### config.mk
export PLATFORM = sky130hd
export DESIGN_NAME = tws_top
export DESIGN_NICKNAME = d
export VERILOG_FILES = /design/src/tws_pkg.sv /design/src/tws_top.sv /design/src/tws_sync.sv /design/src/tws_match.sv
export VERILOG_INCLUDE_DIRS = /design/src
export SDC_FILE = /design/constraint.sdc
export NUM_CORES = 1
export LEC_CHECK = 0
export BUFFER_PORTS_ARGS = -buffer_cell sky130_fd_sc_hd__buf_2
export CAP_MARGIN = 20
export CORE_ASPECT_RATIO = 1.5
export CORE_MARGIN = 2
export CORE_UTILIZATION = 65
export CTS_CLUSTER_DIAMETER = 60
export CTS_CLUSTER_SIZE = 12
export DETAILED_ROUTE_END_ITERATION = 8
export GPL_TIMING_DRIVEN = 1
export PLACE_DENSITY = 0.85
export SLEW_MARGIN = 20
export SYNTH_ARGS = -nofsm -noshare
export SYNTH_HDL_FRONTEND = slang
export SYNTH_HIERARCHICAL = 1
export SYNTH_SLANG_ARGS = --single-unit
### constraint.sdc
create_clock -name clk_i -period 4.68 [get_ports clk_i]
set_input_delay 0.234 -clock clk_i [delete_from_list [all_inputs] [get_ports clk_i]]
set_output_delay 0.234 -clock clk_i [all_outputs]
set_load 0.05 [all_outputs]
### src/tws_params.svh
`ifndef TWS_PARAMS_SVH
`define TWS_PARAMS_SVH

// Register offsets on the plain register port.
`define TWS_OFF_MCTRL   8'h03
`define TWS_OFF_CTRLA   8'h09
`define TWS_OFF_CTRLB   8'h0A
`define TWS_OFF_STATUS  8'h0B
`define TWS_OFF_ADDR    8'h0C
`define TWS_OFF_DATA    8'h0D
`define TWS_OFF_MASK    8'h0E

// Control A fields.
`define TWS_CA_STOPEN   5
`define TWS_CA_ANY      2
`define TWS_CA_AUTO     1
`define TWS_CA_EN       0

// Control B fields and command codes.
`define TWS_CB_ACK      2
`define TWS_CMD_COMP    2'h2
`define TWS_CMD_RESP    2'h3

// Master control field.
`define TWS_MC_EN       0

// Status fields.
`define TWS_ST_DIF      7
`define TWS_ST_ADDRESS_STOP_FLAG     6
`define TWS_ST_HOLD     5
`define TWS_ST_MASTER_ACK_SEEN    4
`define TWS_ST_LOST_DRIVE_FLAG     3
`define TWS_ST_BERR     2
`define TWS_ST_DIR      1
`define TWS_ST_AP       0

// Reset values, counts and the general call address.
`define TWS_RST_BYTE    8'h00
`define TWS_BYTE_BITS   4'h8
`define TWS_LAST_TXBIT  4'h7
`define TWS_GENCALL     7'h00

`endif

### src/tws_pkg.sv
package tws_pkg;

    typedef enum logic [2:0] {
        S_IDLE,
        S_ADDR,
        S_AHOLD,
        S_ACK,
        S_RX,
        S_DHOLD,
        S_TX,
        S_MACK
    } tws_state_e;

endpackage

### src/tws_top.sv
// Chosen here: strobed register access.
`timescale 1ns/1ns
`include "tws_params.svh"
// Functional notes
// RULE1 - Stretch status reads one while the slave holds SCL low.
// RULE2 - Address or data event sets stretch; clearing that event drops it; the code drops it only on a slave command or auto-ack data access.
// RULE3 - Received-ack status keeps the master's last ack bit, one for NACK.
// RULE4 - Failed high bit on SDA sets collision; byte-done set at byte end.
// RULE5 - NACK lost after address match sets collision and address/stop flag.
// RULE6 - Collision clears by writing one, or on any Start or repeated Start.
// RULE7 - Start, repeated Start or Stop out of order raises bus error; the code flags only a Stop with no open Start or right after a Start.
// RULE8 - Writing one clears bus error; writing zero leaves it.
// RULE9 - Bus errors need master enabled and clock at least four times SCL.
// RULE10 - Direction status is the read/write bit of the last address.
// RULE11 - Cause bit: zero means Stop, one means address detection.
// RULE12 - Matching address sets address/stop flag and cause bit.
// RULE13 - Own address bits seven to one form the primary address.
// RULE14 - Own address bit zero enables general call match.
// RULE15 - Software touches data only while the slave stretches SCL.
// RULE16 - Auto-ack mode: data read during stretch performs the ack choice.
// RULE17 - Mask mode: mask bits set to one always match.
// RULE18 - Second-address mode: the mask field is another address.
// RULE19 - Mask register bits seven to one hold field, bit zero select.
// RULE20 - Match-any setting accepts every address.
// RULE21 - Data access or slave command clears byte-done and address/stop.
// RULE22 - Ack choice zero sends ACK, one sends NACK.
// RULE23 - Upper seven received bits compared; lowest bit is direction.
module tws_top
    import tws_pkg::*;
(
    input  wire logic       clk_i,       // Clock, 20 MHz.
    input  wire logic       rstn_i,      // Asynchronous reset, active low.
    input  wire logic       ce_i,        // Clock enable, freezes all state.
    input  wire logic [7:0] addr_i,      // Register address.
    input  wire logic [7:0] wdata_i,     // Register write data.
    input  wire logic       we_i,        // Write strobe.
    input  wire logic       re_i,        // Read strobe.
    output logic      [7:0] rdata_o,     // Read data, cycle after the strobe.
    input  wire logic       scl_i,       // Bus clock level.
    output logic            scl_o,       // Bus clock drive value, always low.
    output logic            scl_oe_n_o,  // Bus clock drive enable, active low.
    input  wire logic       sda_i,       // Bus data level.
    output logic            sda_o,       // Bus data drive value, always low.
    output logic            sda_oe_n_o   // Bus data drive enable, active low.
);

    tws_state_e  state_q;
    logic [3:0]  cnt_q;
    logic [7:0]  shreg_q;
    logic        comp_q;
    logic        addr_ack_q;
    logic        abort_q;
    logic        line_low_q;
    logic [7:0]  own_q;
    logic [7:0]  mask_q;
    logic [7:0]  data_q;
    logic [7:0]  ctrla_q;
    logic        ack_choice_q;
    logic        mstr_en_q;
    logic        dif_q;
    logic        address_stop_flag_q;
    logic        ap_q;
    logic        dir_q;
    logic        master_ack_seen_q;
    logic        lost_drive_flag_q;
    logic        berr_q;
    logic        busy_q;
    logic        gotbit_q;
    logic        scl_p_q;
    logic        sda_p_q;
    logic [1:0]  pins_s;
    logic        scl_s;
    logic        sda_s;
    logic        hit;
    logic        hold;

    tws_sync #(
        .W      (2)
    ) u_sync (
        .clk_i  (clk_i),
        .rstn_i (rstn_i),
        .ce_i   (ce_i),
        .d_i    ({scl_i, sda_i}),
        .q_o    (pins_s)
    );

    assign scl_s = pins_s[1];
    assign sda_s = pins_s[0];

    tws_match u_match (
        .rx_addr_i (shreg_q[7:1]),
        .own_i     (own_q),
        .mask_i    (mask_q),
        .any_i     (ctrla_q[`TWS_CA_ANY]),
        .hit_o     (hit)
    );

    // Bus conditions, seen on the synchronised pins only.
    logic scl_rise, scl_fall, start_ev, stop_ev, run;
    assign scl_rise = ce_i && scl_s && !scl_p_q;
    assign scl_fall = ce_i && !scl_s && scl_p_q;
    assign start_ev = ce_i && scl_s && scl_p_q && sda_p_q && !sda_s;
    assign stop_ev  = ce_i && scl_s && scl_p_q && !sda_p_q && sda_s;
    assign run      = ctrla_q[`TWS_CA_EN] && !start_ev && !stop_ev;
    assign hold     = (state_q == S_AHOLD) || (state_q == S_DHOLD);

    // Register port decode.
    logic wr_data, rd_data, wr_ctrlb, wr_stat, cmd_go, comp_cmd, ack_eff;
    logic smart_go, go, flag_clr;
    logic [7:0] tx_byte;
    assign wr_data  = ce_i && we_i && (addr_i == `TWS_OFF_DATA);
    assign rd_data  = ce_i && re_i && (addr_i == `TWS_OFF_DATA);
    assign wr_ctrlb = ce_i && we_i && (addr_i == `TWS_OFF_CTRLB);
    assign wr_stat  = ce_i && we_i && (addr_i == `TWS_OFF_STATUS);
    assign cmd_go   = wr_ctrlb && ((wdata_i[1:0] == `TWS_CMD_COMP) ||
                                   (wdata_i[1:0] == `TWS_CMD_RESP));
    assign comp_cmd = cmd_go && (wdata_i[1:0] == `TWS_CMD_COMP);
    // A choice written with the command takes effect before the command.
    assign ack_eff  = wr_ctrlb ? wdata_i[`TWS_CB_ACK] : ack_choice_q;
    assign flag_clr = wr_data || rd_data || cmd_go; // [RULE21]
    // In auto-ack mode a transmitter continues on a data write, otherwise on a read.
    assign smart_go = ctrla_q[`TWS_CA_AUTO] &&
                      ((dir_q && state_q == S_DHOLD) ? wr_data : rd_data); // [RULE16]
    assign go       = cmd_go || smart_go;
    assign tx_byte  = wr_data ? wdata_i : data_q;

    // Flag events.
    logic addr_hit, rx_done, rd_first, mack_done, mack_rise;
    logic tx_lost_drive_flag, nack_lost_drive_flag, stop_ap, berr_ev;
    assign addr_hit  = run && state_q == S_ADDR && scl_fall &&
                       cnt_q == `TWS_BYTE_BITS && hit;
    assign rx_done   = run && state_q == S_RX && scl_fall && cnt_q == `TWS_BYTE_BITS;
    assign rd_first  = run && state_q == S_ACK && scl_fall && !comp_q && dir_q;
    assign mack_done = run && state_q == S_MACK && scl_fall;
    assign mack_rise = run && state_q == S_MACK && scl_rise;
    assign tx_lost_drive_flag   = run && state_q == S_TX && scl_rise && sda_oe_n_o &&
                       !sda_s && !abort_q; // [RULE4]
    assign nack_lost_drive_flag = run && state_q == S_ACK && addr_ack_q && scl_rise &&
                       sda_oe_n_o && !sda_s; // [RULE5]
    assign stop_ap   = stop_ev && ctrla_q[`TWS_CA_EN] && ctrla_q[`TWS_CA_STOPEN] &&
                       state_q != S_IDLE;
    // A Stop with no open Start, or right after a Start, is a violation.
    assign berr_ev   = stop_ev && mstr_en_q && (!busy_q || !gotbit_q); // [RULE7] [RULE9]

    always_ff @(posedge clk_i or negedge rstn_i)
    begin
        if (!rstn_i)
        begin
            scl_p_q    <= 1'b1;
            sda_p_q    <= 1'b1;
            line_low_q <= 1'b0;
        end
        else if (ce_i)
        begin
            scl_p_q    <= scl_s;
            sda_p_q    <= sda_s;
            line_low_q <= 1'b0;
        end
    end

    assign scl_o = line_low_q;
    assign sda_o = line_low_q;

    // Protocol state machine.
    always_ff @(posedge clk_i or negedge rstn_i)
    begin
        if (!rstn_i)
        begin
            state_q    <= S_IDLE;
            cnt_q      <= 4'h0;
            shreg_q    <= `TWS_RST_BYTE;
            sda_oe_n_o <= 1'b1;
            scl_oe_n_o <= 1'b1;
            comp_q     <= 1'b0;
            addr_ack_q <= 1'b0;
            abort_q    <= 1'b0;
        end
        else if (ce_i)
        begin
            if (!ctrla_q[`TWS_CA_EN] || stop_ev)
            begin
                state_q    <= S_IDLE;
                sda_oe_n_o <= 1'b1;
                scl_oe_n_o <= 1'b1;
            end
            else if (start_ev)
            begin
                state_q    <= S_ADDR;
                cnt_q      <= 4'h0;
                sda_oe_n_o <= 1'b1;
                scl_oe_n_o <= 1'b1;
            end
            else
            begin
                unique case (state_q)
                    S_IDLE:
                    begin
                    end
                    S_ADDR, S_RX:
                    begin
                        if (scl_rise)
                        begin
                            shreg_q <= {shreg_q[6:0], sda_s}; // [RULE23]
                            cnt_q   <= cnt_q + 4'h1;
                        end
                        else if (scl_fall && cnt_q == `TWS_BYTE_BITS)
                        begin
                            if (state_q == S_RX)
                            begin
                                state_q    <= S_DHOLD;
                                scl_oe_n_o <= 1'b0; // [RULE1] [RULE2]
                            end
                            else if (hit)
                            begin
                                state_q    <= S_AHOLD;
                                scl_oe_n_o <= 1'b0; // [RULE1] [RULE2]
                            end
                            else
                            begin
                                state_q <= S_IDLE;
                            end
                        end
                    end
                    S_AHOLD, S_DHOLD:
                    begin
                        if (go)
                        begin
                            scl_oe_n_o <= 1'b1; // [RULE2]
                            comp_q     <= comp_cmd;
                            addr_ack_q <= (state_q == S_AHOLD);
                            if (dir_q && (comp_cmd || state_q == S_DHOLD))
                            begin
                                if (comp_cmd)
                                begin
                                    state_q <= S_IDLE;
                                end
                                else
                                begin
                                    state_q    <= S_TX;
                                    shreg_q    <= tx_byte;
                                    sda_oe_n_o <= tx_byte[7];
                                    cnt_q      <= 4'h0;
                                    abort_q    <= 1'b0;
                                end
                            end
                            else
                            begin
                                state_q    <= S_ACK;
                                sda_oe_n_o <= ack_eff; // [RULE22]
                            end
                        end
                    end
                    S_ACK:
                    begin
                        if (scl_fall)
                        begin
                            sda_oe_n_o <= 1'b1;
                            cnt_q      <= 4'h0;
                            if (comp_q)
                            begin
                                state_q <= S_IDLE;
                            end
                            else if (dir_q)
                            begin
                                state_q    <= S_DHOLD;
                                scl_oe_n_o <= 1'b0;
                            end
                            else
                            begin
                                state_q <= S_RX;
                            end
                        end
                    end
                    S_TX:
                    begin
                        if (tx_lost_drive_flag)
                        begin
                            abort_q <= 1'b1; // [RULE4]
                        end
                        if (scl_fall)
                        begin
                            if (cnt_q == `TWS_LAST_TXBIT)
                            begin
                                state_q    <= S_MACK;
                                sda_oe_n_o <= 1'b1;
                            end
                            else
                            begin
                                cnt_q      <= cnt_q + 4'h1;
                                shreg_q    <= {shreg_q[6:0], 1'b0};
                                sda_oe_n_o <= shreg_q[6] || abort_q;
                            end
                        end
                    end
                    S_MACK:
                    begin
                        if (scl_fall)
                        begin
                            state_q    <= S_DHOLD;
                            scl_oe_n_o <= 1'b0;
                        end
                    end
                endcase
            end
        end
    end

    // Status flags; in each flag a set in the same cycle beats a clear.
    always_ff @(posedge clk_i or negedge rstn_i)
    begin
        if (!rstn_i)
        begin
            dif_q   <= 1'b0;
            address_stop_flag_q  <= 1'b0;
            ap_q    <= 1'b0;
            dir_q   <= 1'b0;
            master_ack_seen_q <= 1'b0;
            lost_drive_flag_q  <= 1'b0;
            berr_q  <= 1'b0;
        end
        else if (ce_i)
        begin
            if (flag_clr)
            begin
                dif_q  <= 1'b0; // [RULE21]
                address_stop_flag_q <= 1'b0; // [RULE21]
            end
            if ((wr_stat && wdata_i[`TWS_ST_LOST_DRIVE_FLAG]) || start_ev)
            begin
                lost_drive_flag_q <= 1'b0; // [RULE6]
            end
            if (wr_stat && wdata_i[`TWS_ST_BERR])
            begin
                berr_q <= 1'b0; // [RULE8]
            end
            if (rx_done || rd_first || mack_done)
            begin
                dif_q <= 1'b1; // [RULE4]
            end
            if (addr_hit || nack_lost_drive_flag)
            begin
                address_stop_flag_q <= 1'b1; // [RULE12] [RULE5]
                ap_q   <= 1'b1; // [RULE11]
            end
            else if (stop_ap)
            begin
                address_stop_flag_q <= 1'b1;
                ap_q   <= 1'b0; // [RULE11]
            end
            if (addr_hit)
            begin
                dir_q <= shreg_q[0]; // [RULE10] [RULE23]
            end
            if (mack_rise)
            begin
                master_ack_seen_q <= sda_s; // [RULE3]
            end
            if (tx_lost_drive_flag || nack_lost_drive_flag)
            begin
                lost_drive_flag_q <= 1'b1; // [RULE4] [RULE5]
            end
            if (berr_ev)
            begin
                berr_q <= 1'b1; // [RULE7]
            end
        end
    end

    // Start/Stop order tracking for the violation detector.
    always_ff @(posedge clk_i or negedge rstn_i)
    begin
        if (!rstn_i)
        begin
            busy_q   <= 1'b0;
            gotbit_q <= 1'b0;
        end
        else if (start_ev)
        begin
            busy_q   <= 1'b1;
            gotbit_q <= 1'b0;
        end
        else if (stop_ev)
        begin
            busy_q <= 1'b0;
        end
        else if (scl_rise)
        begin
            gotbit_q <= 1'b1;
        end
    end

    // Software-written configuration and the data byte.
    always_ff @(posedge clk_i or negedge rstn_i)
    begin
        if (!rstn_i)
        begin
            own_q        <= `TWS_RST_BYTE;
            mask_q       <= `TWS_RST_BYTE;
            data_q       <= `TWS_RST_BYTE;
            ctrla_q      <= `TWS_RST_BYTE;
            ack_choice_q <= 1'b0;
            mstr_en_q    <= 1'b0;
        end
        else if (ce_i)
        begin
            if (we_i && addr_i == `TWS_OFF_ADDR)
            begin
                own_q <= wdata_i; // [RULE13] [RULE14]
            end
            if (we_i && addr_i == `TWS_OFF_MASK)
            begin
                mask_q <= wdata_i; // [RULE17] [RULE18] [RULE19]
            end
            if (we_i && addr_i == `TWS_OFF_CTRLA)
            begin
                ctrla_q <= wdata_i & 8'h27; // [RULE20]
            end
            if (wr_ctrlb)
            begin
                ack_choice_q <= wdata_i[`TWS_CB_ACK]; // [RULE22]
            end
            if (we_i && addr_i == `TWS_OFF_MCTRL)
            begin
                mstr_en_q <= wdata_i[`TWS_MC_EN];
            end
            if (rx_done)
            begin
                data_q <= shreg_q;
            end
            else if (wr_data)
            begin
                data_q <= wdata_i;
            end
        end
    end

    // Read data stands for exactly one cycle after the strobe.
    always_ff @(posedge clk_i or negedge rstn_i)
    begin
        if (!rstn_i)
        begin
            rdata_o <= `TWS_RST_BYTE;
        end
        else if (ce_i)
        begin
            rdata_o <= `TWS_RST_BYTE;
            if (re_i)
            begin
                unique case (addr_i)
                    `TWS_OFF_MCTRL:  rdata_o <= {7'h00, mstr_en_q};
                    `TWS_OFF_CTRLA:  rdata_o <= ctrla_q;
                    `TWS_OFF_CTRLB:  rdata_o <= {5'h00, ack_choice_q, 2'h0};
                    `TWS_OFF_STATUS: rdata_o <= {dif_q, address_stop_flag_q, hold, master_ack_seen_q,
                                                 lost_drive_flag_q, berr_q, dir_q, ap_q}; // [RULE1]
                    `TWS_OFF_ADDR:   rdata_o <= own_q;
                    `TWS_OFF_DATA:   rdata_o <= data_q;
                    `TWS_OFF_MASK:   rdata_o <= mask_q;
                    default:         rdata_o <= `TWS_RST_BYTE;
                endcase
            end
        end
    end
endmodule

### src/tws_sync.sv
`timescale 1ns/1ns
module tws_sync
    import tws_pkg::*;
#(
    parameter int W = 2
)
(
    input  wire logic         clk_i,   // Clock.
    input  wire logic         rstn_i,  // Asynchronous reset, active low.
    input  wire logic         ce_i,    // Clock enable.
    input  wire logic [W-1:0] d_i,     // Asynchronous inputs.
    output logic      [W-1:0] q_o      // Synchronised outputs.
);

    logic [W-1:0] meta_q;

    // The first stage feeds only the second stage.
    always_ff @(posedge clk_i or negedge rstn_i)
    begin
        if (!rstn_i)
        begin
            meta_q <= '1;
            q_o    <= '1;
        end
        else if (ce_i)
        begin
            meta_q <= d_i;
            q_o    <= meta_q;
        end
    end

endmodule

### src/tws_match.sv
`timescale 1ns/1ns
`include "tws_params.svh"
module tws_match
    import tws_pkg::*;
(
    input  wire logic [6:0] rx_addr_i,  // Upper seven bits of the address byte.
    input  wire logic [7:0] own_i,      // Own address register.
    input  wire logic [7:0] mask_i,     // Mask or second address register.
    input  wire logic       any_i,      // Match any address.
    output logic            hit_o       // Address matched.
);

    logic own_hit;
    logic gen_hit;
    logic sec_hit;

    always_comb
    begin
        gen_hit = own_i[0] && (rx_addr_i == `TWS_GENCALL);
        if (mask_i[0])
        begin
            own_hit = (rx_addr_i == own_i[7:1]);
            sec_hit = (rx_addr_i == mask_i[7:1]);
        end
        else
        begin
            // Masked bits always compare equal, so ranges can be recognised.
            own_hit = (((rx_addr_i ^ own_i[7:1]) & ~mask_i[7:1]) == 7'h00);
            sec_hit = 1'b0;
        end
        hit_o = any_i || gen_hit || own_hit || sec_hit;
    end

endmodule

Yosys cells after proc, flatten, opt, wreduce, memory -nomap -nowiden:

Cells that the tools add are included.

* logic and storage cells: 284
* input port bits: 23
* register bits after elaboration: 73
* output and inout bits: 12

* equal/unequal tests: 46
* multiplexer cells: 81
* reduce and logical (&&, ||, !) cells: 123
* bitwise operators: 5
* add/subtract/negate cells: 1

Operators by type and width (count)
* two-way mux 8 bit: 9
* logical AND 1 bit: 58
* case mux 8 bit (7 select lines): 1
* == test 8 x 4 -> 1 bit, second input constant: 6
* two-way mux 1 bit: 43
* two-way mux 3 bit: 13
* two-way mux 4 bit: 8
* AND reduction 10 bit: 3
* case mux 8 bit (3 select lines): 1
* AND reduction 2 bit: 12
* inequality test 3 bit, second input constant: 7
* inequality test 4 x 3 -> 1 bit, second input constant: 5
* logical OR 1 bit: 17
* inequality test 2 bit, second input constant: 8
* case mux 4 bit (4 select lines): 1
* case mux 3 bit (5 select lines): 1
* == test 7 bit: 2
* zero test 7 bit: 2
* nonzero test 2 bit: 7
* == test 3 bit, second input constant: 4
* inequality test 4 bit, second input constant: 3
* zero test 1 bit: 11
* inequality test 5 bit, second input constant: 2
* nonzero test 5 bit: 2
* 24 further kinds: 30

Longest topological paths before layout:

* word-level depth: 15
* mapped depth: 9

Cells and area by module:

The synthesis kept the hierarchy.

By module, submodules not included
* tws_top: sequential area each 1731.7 µm², area each 4040.1 µm², times used 1, cells each 404
* tws_match: sequential area each 0.0 µm², area each 224.0 µm², times used 1, cells each 29
* tws_sync: sequential area each 105.1 µm², area each 150.1 µm², times used 1, cells each 8

Worst setup path before layout:

OpenSTA, ideal clock, no wires.

* path kind: register -> register
* start: register scl_p_q
* end: register cnt_q[3]
* data required time: 4.558 ns
* setup slack: 2.583 ns
* library setup time: 0.122 ns
* arrival: 1.975 ns
* stages on the path, launching flop included: 8
* cells stage by stage: dfstp_2 -> clkbuf_1 -> and3b_1 -> o21ai_0 -> a2111o_1 -> a221oi_2 -> nor2_1 -> a32o_1

* longest elaborated chain between the ends: 6
* elaborated cells between the ends (all ways): 20

RTL lines
* from (decl): RTL line tws_top.sv:69 `logic scl_p_q;`
* from (signal assigned): RTL line tws_top.sv:155 `scl_p_q <= scl_s;`
* branches (longest 6 deep; another with AND reduction 10 bit)
* to (signal assigned): RTL line tws_top.sv:204 `cnt_q <= cnt_q + 4'h1;`
* to (signal assigned): RTL line tws_top.sv:289 `cnt_q <= cnt_q + 4'h1;`
* to (decl): RTL line tws_top.sv:48 `logic [3:0] cnt_q;`

Several ways; the timed one is not identified.
A chain may end at the register's enable or synchronous reset.

Worst setup path in the final report:

* start: register state_q[0]
* end: register state_q[0]

* longest elaborated chain between the ends: 8
* elaborated cells between the ends (all ways): 32

RTL lines
* from (decl): RTL line tws_top.sv:47 `tws_state_e state_q;`
* from (signal assigned): RTL line tws_top.sv:169 `state_q <= S_IDLE;`
* from (signal assigned): RTL line tws_top.sv:182 `state_q <= S_IDLE;`
* from (signal assigned): RTL line tws_top.sv:188 `state_q <= S_ADDR;`
* == test 3 bit: RTL line tws_top.sv:123, tws_top.sv:195, tws_top.sv:231
* logical OR 1 bit: RTL line tws_top.sv:231 `if (dir_q && (comp_cmd || state_q == S_DHOLD))`
* logical AND 1 bit: RTL line tws_top.sv:231
* two-way mux 3 bit: RTL line tws_top.sv:231
* two-way mux 3 bit: RTL line tws_top.sv:226 `if (go)`
* case mux 3 bit (5 select lines): RTL line tws_top.sv:195 `unique case (state_q)`
* two-way mux 3 bit: RTL line tws_top.sv:186 `else if (start_ev)`
* two-way mux 3 bit: RTL line tws_top.sv:180 `` if (!ctrla_q[`TWS_CA_EN] || stop_ev) ``

Parallel ways exist; a longest one is shown, timed or not. The select of a mux whose other input is x is not followed.

==> qor.csv <==
metric,value,unit
CP startpoint kind,register,
vias in the first global route,3750,
TritonCTS Buffers,9,
family with the most delay on the worst path,compound AO/OA/AOI/OAI gates,
R2R setup slack,1.99,ns
final design utilization,0.727,
share of cells above drive strength 1,0.203,
IO Count,35,
post-route clock period utilization,0.574,
LEAKAGE,2.07,nW
Core Box Area,6530,sq um
post-synthesis cell count,441,
Ys Warns,6,
fmax,372,MHz
worst-margin pin slew,0.810,ns
WL/cell,22.1,um
CP peak stage delay,0.72,ns
Vias,3758,
worst path cell trace,nand2b_1 > o21a_1 > nor2_1 > a211oi_4 > o21ai_2 > mux2_4,
total routed wirelength,12100,um
CP required,4.92,ns
final hold slack,0.109,ns
maximum VDD drop,0.000241,V
clk_skew,0.00824,ns
Layout Cells excl Fill,548,
asr flop ratio synth,1.00,
Initial DRT Pass Iterations,5,
RSZ-0062 raised after global routing,no,
CP Max Fanout,21,
Initial DRC Count,363,
area grow syn2layout,7.60,%
nets@finish,492,
crit path max-delay cell type,dfrtp_1,
min Tclk post-route,2.69,ns
Yosys reg bits,73,
die height,105,um
max-slew violations,0,
Crit path buffers/inverters,0,
Netlist Area Pre-Place,4410,sq um
clk_lat worst skew,0.36,ns
Place WS,2.06,ns
Die ar.,7480,sq um
Main synth FF type,dfrtp_1,
Max Cap Viol,0,
H-tree Lvls,3,
final setup fails,0,
# diodes,0,
Clock Tree Buf Depth,2,
Die X,71.3,um
power per cell area,258,nW/um^2
crit path DAT,2.93,ns
Setup CP Type,register to register,
Root Buffer,clkbuf_8,
footprint of the multi-input gates,2410,sq um
ANT nets after route,0,
largest net degree at the start of global routing,50,
max_slew headroom,0.454,
CTS tree,done,
status,completed,
fillers,455,
DR DRC count,0,
GPL Wtd Cong,0.962,
initial antenna violation count,0,
Syn Area/Cell,10.0,sq um
Hold WC Path Type,input port to register,
sequential-to-total area share from yosys stat,0.416,
Final WS setup,1.99,ns
Vias per Instance,6.86,
post-DP HPWL,8990,um
GRT Overall Usage,0.343,
final setup TNS,0,ns
port bufs,32,
grt total ovfl,0,
Cells after DPL,531,
Post-synth EDFFs,0,
Final Hold Viols,0,
row cnt,36,
setup repair bufs after CTS,0,
Initial Utilization,0.676,
CTS sink cnt,73,
Yosys cell types,79,
global-route wire length before repair,19400,um
endpoint class of the critical path,register,
Worst-path clk slew,0.07,ns
register area,1840,sq um
-- kinds of logic (layout without fill, tap and decap cells) --
| kind of cell | after synthesis | in the layout | share of synthesized area |
|---|---|---|---|
| AOI/OAI and AO/OA | 117 | 117 | 0.196 |
| xor gates and xnor gates | 17 | 17 | 0.0337 |
| adders and majority gates | 2 | 2 | 0.00567 |
| buffers and inverters | 39 | 69 | 0.0385 |
| DFF | 73 | 73 | 0.416 |
| muxes | 48 | 48 | 0.120 |
| other | 1 | 2 | 0.000850 |
| and+or+nand+nor | 144 | 144 | 0.189 |
-- metrics by stage --
stage          cell area (sq um)  power (mW)
2_1_floorplan               4420       0.765
4_1_cts                     4750        1.23
5_1_grt                     4750        1.27
3_5_place_dp                4590       0.818
6_report                    4750        1.23
3_3_place_gp                4590       0.813
-- registers in the layout (all words and copies together) (netlist names), 2 cells and up --
signal,cells
cnt_q,4
ctrla_q,4
data_q,8
mask_q,8
own_q,8
rdata_o,8
shreg_q,8
state_q,3
u_sync/meta_q,2
u_sync/q_o,2
-- power breakdown --
part | internal (mW) | leakage, nW | switching, mW
sequential | 0.659 | 0.978 | 0.0263
clock | 0.195 | 0.0730 | 0.221
combinational | 0.0454 | 1.02 | 0.0795
-- cell usage in the layout, fill, tap and decap left out, drive strengths merged, types with 8 or more instances in the layout --
cell / instances
nor3: 9
nor4: 8
mux2: 38
nand3: 12
mux2i: 10
xnor2: 12
nand2: 35
clkbuf: 16
a222oi: 8
buf: 35
inv: 17
o21ai: 29
dfrtp: 65
dfstp: 8
o22ai: 8
nor2: 31
a21oi: 18
-- path summary, 6_finish.rpt --
| path | depth (start not counted) | from | endpoint |
|---|---|---|---|
| worst min-delay path | 2 | scl_i | u_sync/meta_q[1] |
| max in group asynchronous | 3 | rstn_i | state_q[1] |
| worst max register to register | 6 | state_q[0] | state_q[0] |
| worst max-delay path | 6 | state_q[0] | state_q[0] |
| worst min register to register | 2 | scl_oe_n_o | scl_oe_n_o |
| min in group asynchronous | 2 | rstn_i | rdata_o[5] |
-- routing by layer --
metal	vias to the layer above	wire, um	track usage
met5	-	0	0
li1	1697	-	-
met4	0	841	0.241
met2	187	6240	0.574
met3	64	700	0.0733
met1	1810	4350	0.377
-- layout make-up --
| class | count | area share |
|---|---|---|
| multi-input combinational | 330 | 0.508 |
| sequential | 73 | 0.387 |
| timing repair buffer | 36 | 0.0406 |
| clock buffer | 16 | 0.0316 |
| tap | 76 | 0.0200 |
| inverter | 17 | 0.0134 |
-- worst register-to-register path, stage by stage (launching register included) --
cell and delay (ns):
dfrtp_1 0.72, nand2b_1 0.29, o21a_1 0.60, nor2_1 0.19, a211oi_4 0.34, o21ai_2 0.13
mux2_4 0.31
-- repair_timing --
action / in CTS / in global routing
hold buffers: 1 / 0
gates resized for setup: 0 / 0
hold endpoints to repair: 17 / 0
-- Yosys cell counts, drive strengths merged (9+ instances only) --
cell type	instances	area [sq um]
xnor2	12	105
nor2	31	133
buf	10	61.3
dfrtp	65	1630
inv	17	63.8
clkbuf	12	45.0
nor3	9	60.1
a21oi	18	93.8
nand3	12	60.1
o21ai	29	149
mux2i	10	100
mux2	38	432
nand2	35	131
No activity file was read; power rests on OpenSTA's default activity.
